--- config.mk ---
export PLATFORM = sky130hd
export DESIGN_NAME = udp_pwm_gen
export DESIGN_NICKNAME = d
export VERILOG_FILES = /design/src/hdl/udp_pkg.sv /design/src/hdl/udp_pwm_gen.sv
export SDC_FILE = /design/constraint.sdc
export NUM_CORES = 1
export LEC_CHECK = 0
export BUFFER_PORTS_ARGS = -buffer_cell sky130_fd_sc_hd__buf_2
export CORE_UTILIZATION = 43
export CTS_BUF_LIST = sky130_fd_sc_hd__clkbuf_4 sky130_fd_sc_hd__clkbuf_8
export CTS_CLUSTER_SIZE = 16
export DETAILED_ROUTE_END_ITERATION = 6
export PLACE_DENSITY = 0.73
export SYNTH_ARGS = -nofsm -noshare
export SYNTH_HDL_FRONTEND = slang
export SYNTH_SLANG_ARGS = --single-unit
--- constraint.sdc ---
create_clock -name clk -period 5.2 [get_ports clk]
set_input_delay 0.26 -clock clk [delete_from_list [all_inputs] [get_ports clk]]
set_output_delay 0.26 -clock clk [all_outputs]
set_load 0.03 [all_outputs]
--- src/hdl/udp_pkg.sv ---
package udp_pkg;

  // ***************************************************************
  // Widths
  // ***************************************************************
  localparam int CNT_W = 16;
  localparam int ACT_W = 8;
  localparam int CTL_W = 3;
  localparam int DB_W = 12;
  localparam int MASK_W = 2;

  // ***************************************************************
  // Field positions
  // ***************************************************************
  // Two-bit action fields inside output_action_a
  localparam int ACT_ZERO_LSB = 0;
  localparam int ACT_LOAD_LSB = 2;
  localparam int ACT_CMPU_LSB = 4;
  localparam int ACT_CMPD_LSB = 6;
  // Bits of generator_control
  localparam int CTL_ENABLE_BIT = 0;
  localparam int CTL_UPDOWN_BIT = 1;
  localparam int CTL_DEBUG_BIT = 2;
  // Bit of deadband_control
  localparam int DB_ENABLE_BIT = 0;
  localparam int DB_CTL_W = 1;

  // ***************************************************************
  // Encodings
  // ***************************************************************
  localparam logic [1:0] ACT_NONE = 2'h0;
  localparam logic [1:0] ACT_INVERT = 2'h1;
  localparam logic [1:0] ACT_LOW = 2'h2;
  localparam logic [1:0] ACT_HIGH = 2'h3;
  // enable_update_bits modes
  localparam logic [1:0] UPD_IMMEDIATE = 2'h0;
  localparam logic [1:0] UPD_LOCAL = 2'h2;
  localparam logic [1:0] UPD_GLOBAL = 2'h3;

  // ***************************************************************
  // Reset values
  // ***************************************************************
  localparam logic OUT_RST = 1'b0;
  localparam logic [MASK_W-1:0] MASK_RST = 2'h0;
  localparam logic [CNT_W-1:0] CNT_RST = 16'h0000;
  localparam logic [DB_W-1:0] DB_CNT_RST = 12'h000;

  // ***************************************************************
  // Carriers
  // ***************************************************************
  typedef struct packed {
    logic [CNT_W-1:0] period_load_value;
    logic [CNT_W-1:0] compare_a_value;
    logic [ACT_W-1:0] output_action_a;
    logic [CTL_W-1:0] generator_control;
  } udp_gen_cfg_t;

  typedef struct packed {
    logic [CNT_W-1:0] count;
    logic count_down;
    logic zero_pulse;
    logic load_pulse;
  } udp_gen_status_t;

  typedef enum logic [1:0] {
    UDP_DB_IDLE,
    UDP_DB_RISE,
    UDP_DB_FALL
  } udp_db_state_t;

endpackage

--- src/hdl/udp_pwm_gen.sv ---
`timescale 1ns/100ps

module udp_pwm_gen (
  // Clock and reset
  input wire logic clk,
  input wire logic rst,
  // Generator configuration
  input wire udp_pkg::udp_gen_cfg_t gen_cfg,
  input wire logic debug_halt,
  // Time-base sync write strobe
  input wire logic time_base_sync,
  // Output enables and their update mode
  input wire logic [udp_pkg::MASK_W-1:0] output_enable_mask,
  input wire logic [1:0] enable_update_bits,
  input wire logic global_update,
  // Dead-band setup
  input wire logic [udp_pkg::DB_CTL_W-1:0] deadband_control,
  input wire logic [udp_pkg::DB_W-1:0] deadband_rise_delay,
  input wire logic [udp_pkg::DB_W-1:0] deadband_fall_delay,
  // Pins and status
  output logic pwm_out_a,
  output logic pwm_out_b,
  output udp_pkg::udp_gen_status_t gen_status
);

  // ***************************************************************
  // Helpers
  // ***************************************************************
  // Apply one two-bit action code to the current level
  function automatic logic act_apply(input logic cur, input logic [1:0] code);
    logic res;
    res = cur;
    case (code)
      udp_pkg::ACT_INVERT: res = ~cur;
      udp_pkg::ACT_LOW: res = 1'b0;
      udp_pkg::ACT_HIGH: res = 1'b1;
      default: res = cur;
    endcase
    return res;
  endfunction

  // ***************************************************************
  // Counter
  // ***************************************************************
  logic [udp_pkg::CNT_W-1:0] cnt_q, cnt_d;
  logic down_q, down_d;
  logic en, updown, run;
  logic [udp_pkg::CNT_W-1:0] load, cmpa;
  logic [udp_pkg::ACT_W-1:0] act;

  assign load = gen_cfg.period_load_value;
  assign cmpa = gen_cfg.compare_a_value;
  assign act = gen_cfg.output_action_a;
  assign en = gen_cfg.generator_control[udp_pkg::CTL_ENABLE_BIT];
  assign updown = gen_cfg.generator_control[udp_pkg::CTL_UPDOWN_BIT];
  // Debug bit set keeps the counter running while the core is halted
  assign run = en & ~(debug_halt & ~gen_cfg.generator_control[udp_pkg::CTL_DEBUG_BIT]);

  // Next count; both ends are held for two clocks in up/down mode
  always_comb begin
    cnt_d = cnt_q;
    down_d = down_q;
    if (!en) begin
      cnt_d = udp_pkg::CNT_RST;
      down_d = 1'b0;
    end else if (time_base_sync) begin
      cnt_d = udp_pkg::CNT_RST;
      down_d = 1'b0;
    end else if (run) begin
      if (updown) begin
        if (!down_q) begin
          if (cnt_q >= load) begin
            down_d = 1'b1;
          end else begin
            cnt_d = cnt_q + 16'h0001;
          end
        end else begin
          if (cnt_q == udp_pkg::CNT_RST) begin
            down_d = 1'b0;
          end else begin
            cnt_d = cnt_q - 16'h0001;
          end
        end
      end else begin
        down_d = 1'b1;
        if (cnt_q == udp_pkg::CNT_RST) begin
          cnt_d = load;
        end else begin
          cnt_d = cnt_q - 16'h0001;
        end
      end
    end
  end

  // Counter state
  always_ff @(posedge clk or posedge rst) begin
    if (rst) begin
      cnt_q <= udp_pkg::CNT_RST;
      down_q <= 1'b0;
    end else begin
      cnt_q <= cnt_d;
      down_q <= down_d;
    end
  end

  // ***************************************************************
  // Events
  // ***************************************************************
  logic zero_evt, load_evt, cmpu_evt, cmpd_evt;

  // Sync counts as a zero; nothing fires while disabled
  assign zero_evt = en & (time_base_sync | (run & (cnt_d == udp_pkg::CNT_RST) &
                    (cnt_q != udp_pkg::CNT_RST)));
  assign load_evt = run & ~time_base_sync & (cnt_d == load) & (cnt_q != load);
  // Rising match acts as the count leaves the compare value
  assign cmpu_evt = run & ~time_base_sync & updown & ~down_q & (cnt_q == cmpa);
  // Falling match acts as the count enters the compare value
  assign cmpd_evt = run & ~time_base_sync & down_d & (cnt_d == cmpa) &
                    ~((cnt_q == cmpa) & down_q);

  // ***************************************************************
  // Generator A output
  // ***************************************************************
  logic gen_a_q, gen_a_d;
  logic zero_pulse_q, load_pulse_q;

  // Compare actions win over zero and load in the same cycle
  always_comb begin
    gen_a_d = gen_a_q;
    if (zero_evt) begin
      gen_a_d = act_apply(gen_a_d, act[udp_pkg::ACT_ZERO_LSB +: 2]);
    end
    if (load_evt) begin
      gen_a_d = act_apply(gen_a_d, act[udp_pkg::ACT_LOAD_LSB +: 2]);
    end
    if (cmpu_evt) begin
      gen_a_d = act_apply(gen_a_d, act[udp_pkg::ACT_CMPU_LSB +: 2]);
    end
    if (cmpd_evt) begin
      gen_a_d = act_apply(gen_a_d, act[udp_pkg::ACT_CMPD_LSB +: 2]);
    end
    if (!en) begin
      gen_a_d = udp_pkg::OUT_RST;
    end
  end

  // Output level and one-cycle status pulses
  always_ff @(posedge clk or posedge rst) begin
    if (rst) begin
      gen_a_q <= udp_pkg::OUT_RST;
      zero_pulse_q <= 1'b0;
      load_pulse_q <= 1'b0;
    end else begin
      gen_a_q <= gen_a_d;
      zero_pulse_q <= zero_evt;
      load_pulse_q <= load_evt;
    end
  end

  // Status packed in one place so the struct has a single driver
  assign gen_status = '{count: cnt_q, count_down: down_q,
                        zero_pulse: zero_pulse_q, load_pulse: load_pulse_q};

  // ***************************************************************
  // Output enable update
  // ***************************************************************
  logic [udp_pkg::MASK_W-1:0] mask_q;

  // Deferred modes let several generators switch on at the same instant
  always_ff @(posedge clk or posedge rst) begin
    if (rst) begin
      mask_q <= udp_pkg::MASK_RST;
    end else begin
      case (enable_update_bits)
        udp_pkg::UPD_LOCAL: begin
          if (zero_evt) begin
            mask_q <= output_enable_mask;
          end
        end
        udp_pkg::UPD_GLOBAL: begin
          if (global_update) begin
            mask_q <= output_enable_mask;
          end
        end
        default: begin
          mask_q <= output_enable_mask;
        end
      endcase
    end
  end

  // ***************************************************************
  // Dead-band stage
  // ***************************************************************
  udp_pkg::udp_db_state_t db_state_q;
  logic [udp_pkg::DB_W-1:0] db_cnt_q;
  logic db_a_q, db_b_q, db_prev_q, db_en;

  assign db_en = deadband_control[udp_pkg::DB_ENABLE_BIT];

  // Delays each edge; the stage tracks A even when bypassed
  always_ff @(posedge clk or posedge rst) begin
    if (rst) begin
      db_state_q <= udp_pkg::UDP_DB_IDLE;
      db_cnt_q <= udp_pkg::DB_CNT_RST;
      db_a_q <= udp_pkg::OUT_RST;
      db_b_q <= udp_pkg::OUT_RST;
      db_prev_q <= udp_pkg::OUT_RST;
    end else begin
      db_prev_q <= gen_a_q;
      if (gen_a_q && !db_prev_q) begin
        db_b_q <= 1'b0;
        db_cnt_q <= deadband_rise_delay;
        db_state_q <= udp_pkg::UDP_DB_RISE;
      end else if (!gen_a_q && db_prev_q) begin
        db_a_q <= 1'b0;
        db_cnt_q <= deadband_fall_delay;
        db_state_q <= udp_pkg::UDP_DB_FALL;
      end else begin
        case (db_state_q)
          udp_pkg::UDP_DB_RISE: begin
            if (db_cnt_q == udp_pkg::DB_CNT_RST) begin
              db_a_q <= 1'b1;
              db_state_q <= udp_pkg::UDP_DB_IDLE;
            end else begin
              db_cnt_q <= db_cnt_q - 12'h001;
            end
          end
          udp_pkg::UDP_DB_FALL: begin
            if (db_cnt_q == udp_pkg::DB_CNT_RST) begin
              db_b_q <= 1'b1;
              db_state_q <= udp_pkg::UDP_DB_IDLE;
            end else begin
              db_cnt_q <= db_cnt_q - 12'h001;
            end
          end
          default: db_state_q <= udp_pkg::UDP_DB_IDLE;
        endcase
      end
    end
  end

  // ***************************************************************
  // Pins
  // ***************************************************************
  // Bypass adds no delay: gating flops only, no extra register stage
  assign pwm_out_a = mask_q[0] & (db_en ? db_a_q : gen_a_q);
  assign pwm_out_b = mask_q[1] & (db_en ? db_b_q : 1'b0);

endmodule

# [After elaboration in Yosys (flattened, before gate mapping)]
# Cells that the tools add are included.
[classes] n_shift=0 reduce_logical=18 muxes=43 n_eq_ne=25 multipliers=0 div_mod_pow=0 magnitude_cmp=1 addsub=3 bitwise=28
[ops] cell="$mux 16" count=8
[ops] cell="$eq 16x16->1" count=3
[ops] cell="$mux 12" count=4
[ops] cell="$logic_not 16->1" count=2
[ops] cell="$eq 2x2->1 const B" count=11
[ops] cell="$mux 1" count=20
[ops] cell="$and 1x1->1" count=17
[ops] cell="$add 16x1->16 const B" count=1
[ops] cell="$ge 16x16->1" count=1
[ops] cell="$ne 16x16->1" count=1
[ops] cell="$reduce_bool 16->1" count=1
[ops] cell="$sub 16x1->16 const B" count=1
[ops] cell="$logic_not 12->1" count=1
[ops] cell="$mux 2" count=6
[ops] cell="$pmux 1 s3" count=4
[ops] cell="$sub 12x1->12 const B" count=1
[ops] cell="$eq 2x1->1 const B" count=5
[ops] cell="$not 1->1" count=10
[ops] cell="$reduce_bool 2->1" count=4
[ops] cell="$ne 2x2->1 const B" count=3
[ops] cell="$reduce_and 3->1" count=2
[ops] cell="$ne 4x1->1 const B" count=1
[ops] cell="$pmux 2 s2" count=1
[ops] cell="$reduce_and 2->1" count=2
[ops] cell="6 further kinds" count=8
[word_totals] mem_bits_ro=0 ff_bits=39 latch_bits=0 out_inout_bits=21 ram_bits=0 memories=0

# [Longest topological paths before layout]
[logic_depth] word_depth=23 depth_mapped=19 ltp_nobuf=16

# [Worst setup path after synthesis]
# No wires, ideal clock.
[synth_timing] kind="flip-flop to flip-flop" from="register cnt_q[0] (netlist name)" to="register gen_a_q" arrival_ps=4555 path_stages_with_launch=18 synth_period_minus_slack_ps=4692 setup_time_ps=137 t_required_ps=5063 slack_ps=508 path_cell_list="dfrtp_1 clkbuf_1 inv_1 ha_1 nand2b_1 a211oi_1 or4b_1 buf_6 nand4_4 nor4b_1 a311o_2 xnor2_1 or4_4 nor4_4 a41oi_1 and4_4 o41ai_2 o41ai_2"
[synth_via] elab_chain_cells=23
[synth_rtl] element="start: declaration" line="udp_pwm_gen.sv:45" text="logic [udp_pkg::CNT_W-1:0] cnt_q, cnt_d;"
[synth_rtl] element="start signal: assignment" line="udp_pwm_gen.sv:98" text="cnt_q <= udp_pkg::CNT_RST;"
[synth_rtl] element="start signal: assignment" line="udp_pwm_gen.sv:101" text="cnt_q <= cnt_d;"
[synth_rtl] element="$add 16x1->16, or another cell as far along" line="udp_pwm_gen.sv:75" text="cnt_d = cnt_q + 16'h0001;"
[synth_rtl] element="$mux 16 (on tied branches)" line="udp_pwm_gen.sv:72, udp_pwm_gen.sv:78"
[synth_rtl] element="$mux 16" line="udp_pwm_gen.sv:71" text="if (!down_q) begin"
[synth_rtl] element="$mux 16 *" line="udp_pwm_gen.sv:70" text="if (updown) begin"
[synth_rtl] element="$mux 16 *" line="udp_pwm_gen.sv:69" text="end else if (run) begin"
[synth_rtl] element="$mux 16 *" line="udp_pwm_gen.sv:66" text="end else if (time_base_sync) begin"
[synth_rtl] element="$mux 16 *" line="udp_pwm_gen.sv:63" text="if (!en) begin"
[synth_rtl] element="named net cnt_d, one bit" line="udp_pwm_gen.sv:45"
[synth_rtl] element="[... 9 more ...]"
[synth_rtl] element="$not 1->1" line="udp_pwm_gen.sv:34" text="udp_pkg::ACT_INVERT: res = ~cur;"
[synth_rtl] element="$pmux 1 s3" line="udp_pwm_gen.sv:33" text="case (code)"
[synth_rtl] element="$mux 1" line="udp_pwm_gen.sv:136" text="if (cmpu_evt) begin"
[synth_rtl] element="$not 1->1" line="udp_pwm_gen.sv:34"
[synth_rtl] element="$pmux 1 s3" line="udp_pwm_gen.sv:33"
[synth_rtl] element="$mux 1 *" line="udp_pwm_gen.sv:139" text="if (cmpd_evt) begin"
[synth_rtl] element="$mux 1 *" line="udp_pwm_gen.sv:142" text="if (!en) begin"
[synth_rtl] element="named net gen_a_d" line="udp_pwm_gen.sv:124" text="logic gen_a_q, gen_a_d;"
[synth_rtl] element="end signal: assignment" line="udp_pwm_gen.sv:150" text="gen_a_q <= udp_pkg::OUT_RST;"
[synth_rtl] element="end signal: assignment" line="udp_pwm_gen.sv:154" text="gen_a_q <= gen_a_d;"
[synth_rtl] element="end: declaration" line="udp_pwm_gen.sv:124"
# Mark *: on every way through the listed nets, which the timed path passes. The rest lies on a longest branch.
# A chain may end at the register's enable or synchronous reset.

# [Final worst setup path]
[layout_timing] from="register cnt_q[15] (netlist name)" to="register gen_a_q"
[layout_via] elab_chain_cells=23
[layout_rtl] element="$ge 16x16->1 or $logic_not 16->1 (tied branches)" line="udp_pwm_gen.sv:72, udp_pwm_gen.sv:78, udp_pwm_gen.sv:86"
[layout_rtl] element="$mux 16 (on tied branches)" line="udp_pwm_gen.sv:72, udp_pwm_gen.sv:78"
[layout_rtl] element="$mux 16" line="udp_pwm_gen.sv:71"
[layout_rtl] element="$mux 16 *" line="udp_pwm_gen.sv:70"
[layout_rtl] element="$mux 16 *" line="udp_pwm_gen.sv:69"
[layout_rtl] element="$mux 16 *" line="udp_pwm_gen.sv:66"
[layout_rtl] element="$mux 16 *" line="udp_pwm_gen.sv:63"
[layout_rtl] element="named net cnt_d, one bit" line="udp_pwm_gen.sv:45"
[layout_rtl] element="[... 9 more ...]"
[layout_rtl] element="$not 1->1" line="udp_pwm_gen.sv:34"
[layout_rtl] element="$pmux 1 s3" line="udp_pwm_gen.sv:33"
[layout_rtl] element="$mux 1" line="udp_pwm_gen.sv:136"
[layout_rtl] element="$not 1->1" line="udp_pwm_gen.sv:34"
[layout_rtl] element="$pmux 1 s3" line="udp_pwm_gen.sv:33"
[layout_rtl] element="$mux 1 *" line="udp_pwm_gen.sv:139"
[layout_rtl] element="$mux 1 *" line="udp_pwm_gen.sv:142"
[layout_rtl] element="named net gen_a_d" line="udp_pwm_gen.sv:124"
# Marked as above.

==> results.sh <==
export IMPL_min_path_type="in -> async"
export IMPL_antenna_left=0
export IMPL_critPathSlowestCell="or4b_1"
export IMPL_layout_common_cells="97 x buf_2, 51 x o21ai_0, 50 x nor2_1, 50 x inv_1, 49 x nand2_1"
export IMPL_layout_drive_gt1_share_pct=23.6
export IMPL_grt_overflow=0
export IMPL_post_cts_buffers=0
export IMPL_drv_cap=0
export IMPL_initial_core_util_pct=44.3
export IMPL_ys_warn_count=0
export IMPL_crit_chain="ha_1, nand4_2, nor3_2, or4b_1, and4_4, a211oi_2, nor3_4, xnor2_1, or4_4, nor4_4, a41oi_1, and4_4, o41ai_2, o41ai_2"
export IMPL_final_cells=890
export IMPL_fin_crit_ns=4.87
export IMPL_cp_required_ns=5.39
export IMPL_grt_max_degree=40
export IMPL_path_class="reg -> reg"
export IMPL_cts_path_max_buffers=2
export IMPL_swShare_pct=45.5
export IMPL_synth_edf_count=0
export IMPL_arrival_ns=5.06
export IMPL_place_ws_ns=0.384
export IMPL_dp_hpwl_um=15300
export IMPL_crit_buf_inv=0
export IMPL_htreeDepth=2
export IMPL_p_int_uw=798
export IMPL_slew_headroom_pct=49.3
export IMPL_status="finished clean"
export IMPL_synth_nets=762
export IMPL_finalWeightedCongestion=1.03
export IMPL_port_buffers=97
export IMPL_num_vias=5752
export IMPL_ys_flop_type="dfrtp_1"
export IMPL_fin_nets=847
export IMPL_antenna_found_initial=0
export IMPL_antenna_cells=0
export IMPL_avgSynthCellArea_um2=7.69
export IMPL_first_global_vias=5552
export IMPL_dr_pass1_iters=6
export IMPL_cp_max_fo=12
export IMPL_crit_path_end_kind="flip-flop"
export IMPL_clk_pin_slew_ns=0.09
export IMPL_fin_ws_ns=0.330
export IMPL_clock_root_buffer="clkbuf_8"
export IMPL_p_leak_uw=0.00255
export IMPL_synth_seq_cells=39
export IMPL_vias_per_cell=6.46
export IMPL_synth_top_area_share_pct=19.2
export IMPL_synth_async_reset_ratio_pct=100
export IMPL_rows=39
export IMPL_synth_area_top_cells="dfrtp_1 19%, xnor2_1 6.4%, ha_1 5.9%, o21ai_0 5.0%, inv_1 3.7%"
export IMPL_power_frac_clock_pct=19.3
export IMPL_drc=0
export IMPL_numClockSinks=39
export IMPL_powerDensity_nw_per_um2=254
export IMPL_max_freq_ghz=0.205
export IMPL_finalPower_uw=1460
export IMPL_hold_viol=0
export IMPL_track_usage_pct=31.3
export IMPL_fin_hold_ws_ns=0.0748
export IMPL_worst_pin_slew_ns=0.754
export IMPL_final_common_cell="buf_2"
export IMPL_grt_first_pass_wirelength_um=30300
export IMPL_cts_resized=0
export IMPL_clock_skew_ns=0.00919
export IMPL_synth_distinct_cells=92
export IMPL_netlist_instances=661
export IMPL_ys_seq_area_share_pct=19.2
export IMPL_synth_area_um2=5080
export IMPL_io_pins=98
export IMPL_synthDominantAreaCellType="dfrtp_1"
export IMPL_setup_viol=0
export IMPL_grt_setup_unrepaired="false"
export IMPL_wire_per_inst_um=21.9
export IMPL_finalMaxSlewViolations=0
export IMPL_cts_buffers=5
export IMPL_critical_path_max_stage_delay_ns=0.60
export IMPL_syn2layout_area_growth_pct=13.3
export IMPL_dp_cells=882
export IMPL_tns_ns=0
export IMPL_wirelength_um=19400
export IMPL_critPathTopFamily="simple AND/OR/NAND/NOR gates"
export IMPL_chipWidth_um=111
export IMPL_seq_power_share_pct=30.7
export IMPL_p_sw_uw=666
export IMPL_ir_drop_mv=0.211
export IMPL_comb_power_share_pct=50.0
export IMPL_fin_crit_sh_pct=93.7
export IMPL_cts_hold_buf=0
export IMPL_die_area_um2=12300
export IMPL_dr_first_iter_drc_count=623
export IMPL_cts_tree="built"
export IMPL_die_height_um=111
export IMPL_clk_latency_ns=0.31
export IMPL_core_um2=11500
export IMPL_crit_path_start_kind="flip-flop"
-- worst min-delay path, stage by stage --
cell,delay [ns]
buf_2,0.10
inv_1,0.04
buf_4,0.44
-- area by class of cell --
type | instances | area, um2
flip-flops and latches | 39 | 976
clock inverters | 3 | 46.3
well taps | 143 | 179
repair buffers | 123 | 693
fillers | 1132 | 5710
clock buffers | 5 | 68.8
inverters | 52 | 195
multi-input cells | 525 | 3600
-- logic make-up after synthesis --
| kind of cell | share of synthesized area (%) |
|---|---|
| AOI/OAI and AO/OA | 25.2 |
| xor gates and xnor gates | 8.79 |
| adders and majority gates | 5.91 |
| buffers and inverters | 9.92 |
| DFF | 19.2 |
| muxes | 1.23 |
| and+or+nand+nor | 29.8 |
-- registers in the layout, indices dropped and copies added (netlist names) --
signal        cells
cnt_q            16
db_a_q            1
db_b_q            1
db_cnt_q         12
db_prev_q         1
db_state_q        2
down_q            1
gen_a_q           1
load_pulse_q      1
mask_q            2
zero_pulse_q      1
-- metal layers --
layer,vias up,GRT usage (%),wire (um)
li1,2634,-,-
met1,2676,40.8,7900
met2,367,49.2,8640
met3,75,7.00,1970
met4,0,14.1,940
met5,-,0,0
-- Yosys cell counts (all sizes together), types with 7 or more instances --
library cell,count
o21ai,53
inv,50
nor2,50
nand2,49
dfrtp,39
xnor2,37
a21oi,36
clkbuf,27
nand3,27
nor3,27
ha,24
nand4,23
nor4,22
buf,18
a31oi,14
xor2,14
o211ai,11
and3,10
a211oi,8
nand2b,7
-- worst paths after layout --
kind	startpoint	endpoint	cells after the start	slack [ns]
min reg2reg	db_cnt_q[1]	db_cnt_q[1]	2	0.51
max	cnt_q[15]	gen_a_q	14	0.33
min in group clk	output_enable_mask[1]	mask_q[1]	2	0.18
max reg2reg	cnt_q[15]	gen_a_q	14	0.33
min	rst	cnt_q[0]	3	0.07
max in group asynchronous	rst	db_state_q[1]	3	4.74
-- power by group through the flow --
stage	Sequential (uW)	Combinational (uW)	Clock [uW]
6_report	450	731	282
5_1_grt	461	794	296
4_1_cts	447	714	283
3_5_place_dp	452	711	0
3_3_place_gp	448	699	0
2_1_floorplan	443	500	0
-- through the flow --
step / util (%) / cell area [um2]
global route: 50.2 / 5760
global placement: 49.2 / 5650
finish: 50.2 / 5760
CTS: 50.2 / 5760
detailed placement: 49.2 / 5650
floorplan: - / 5080
(Power assumes the default switching activity.)
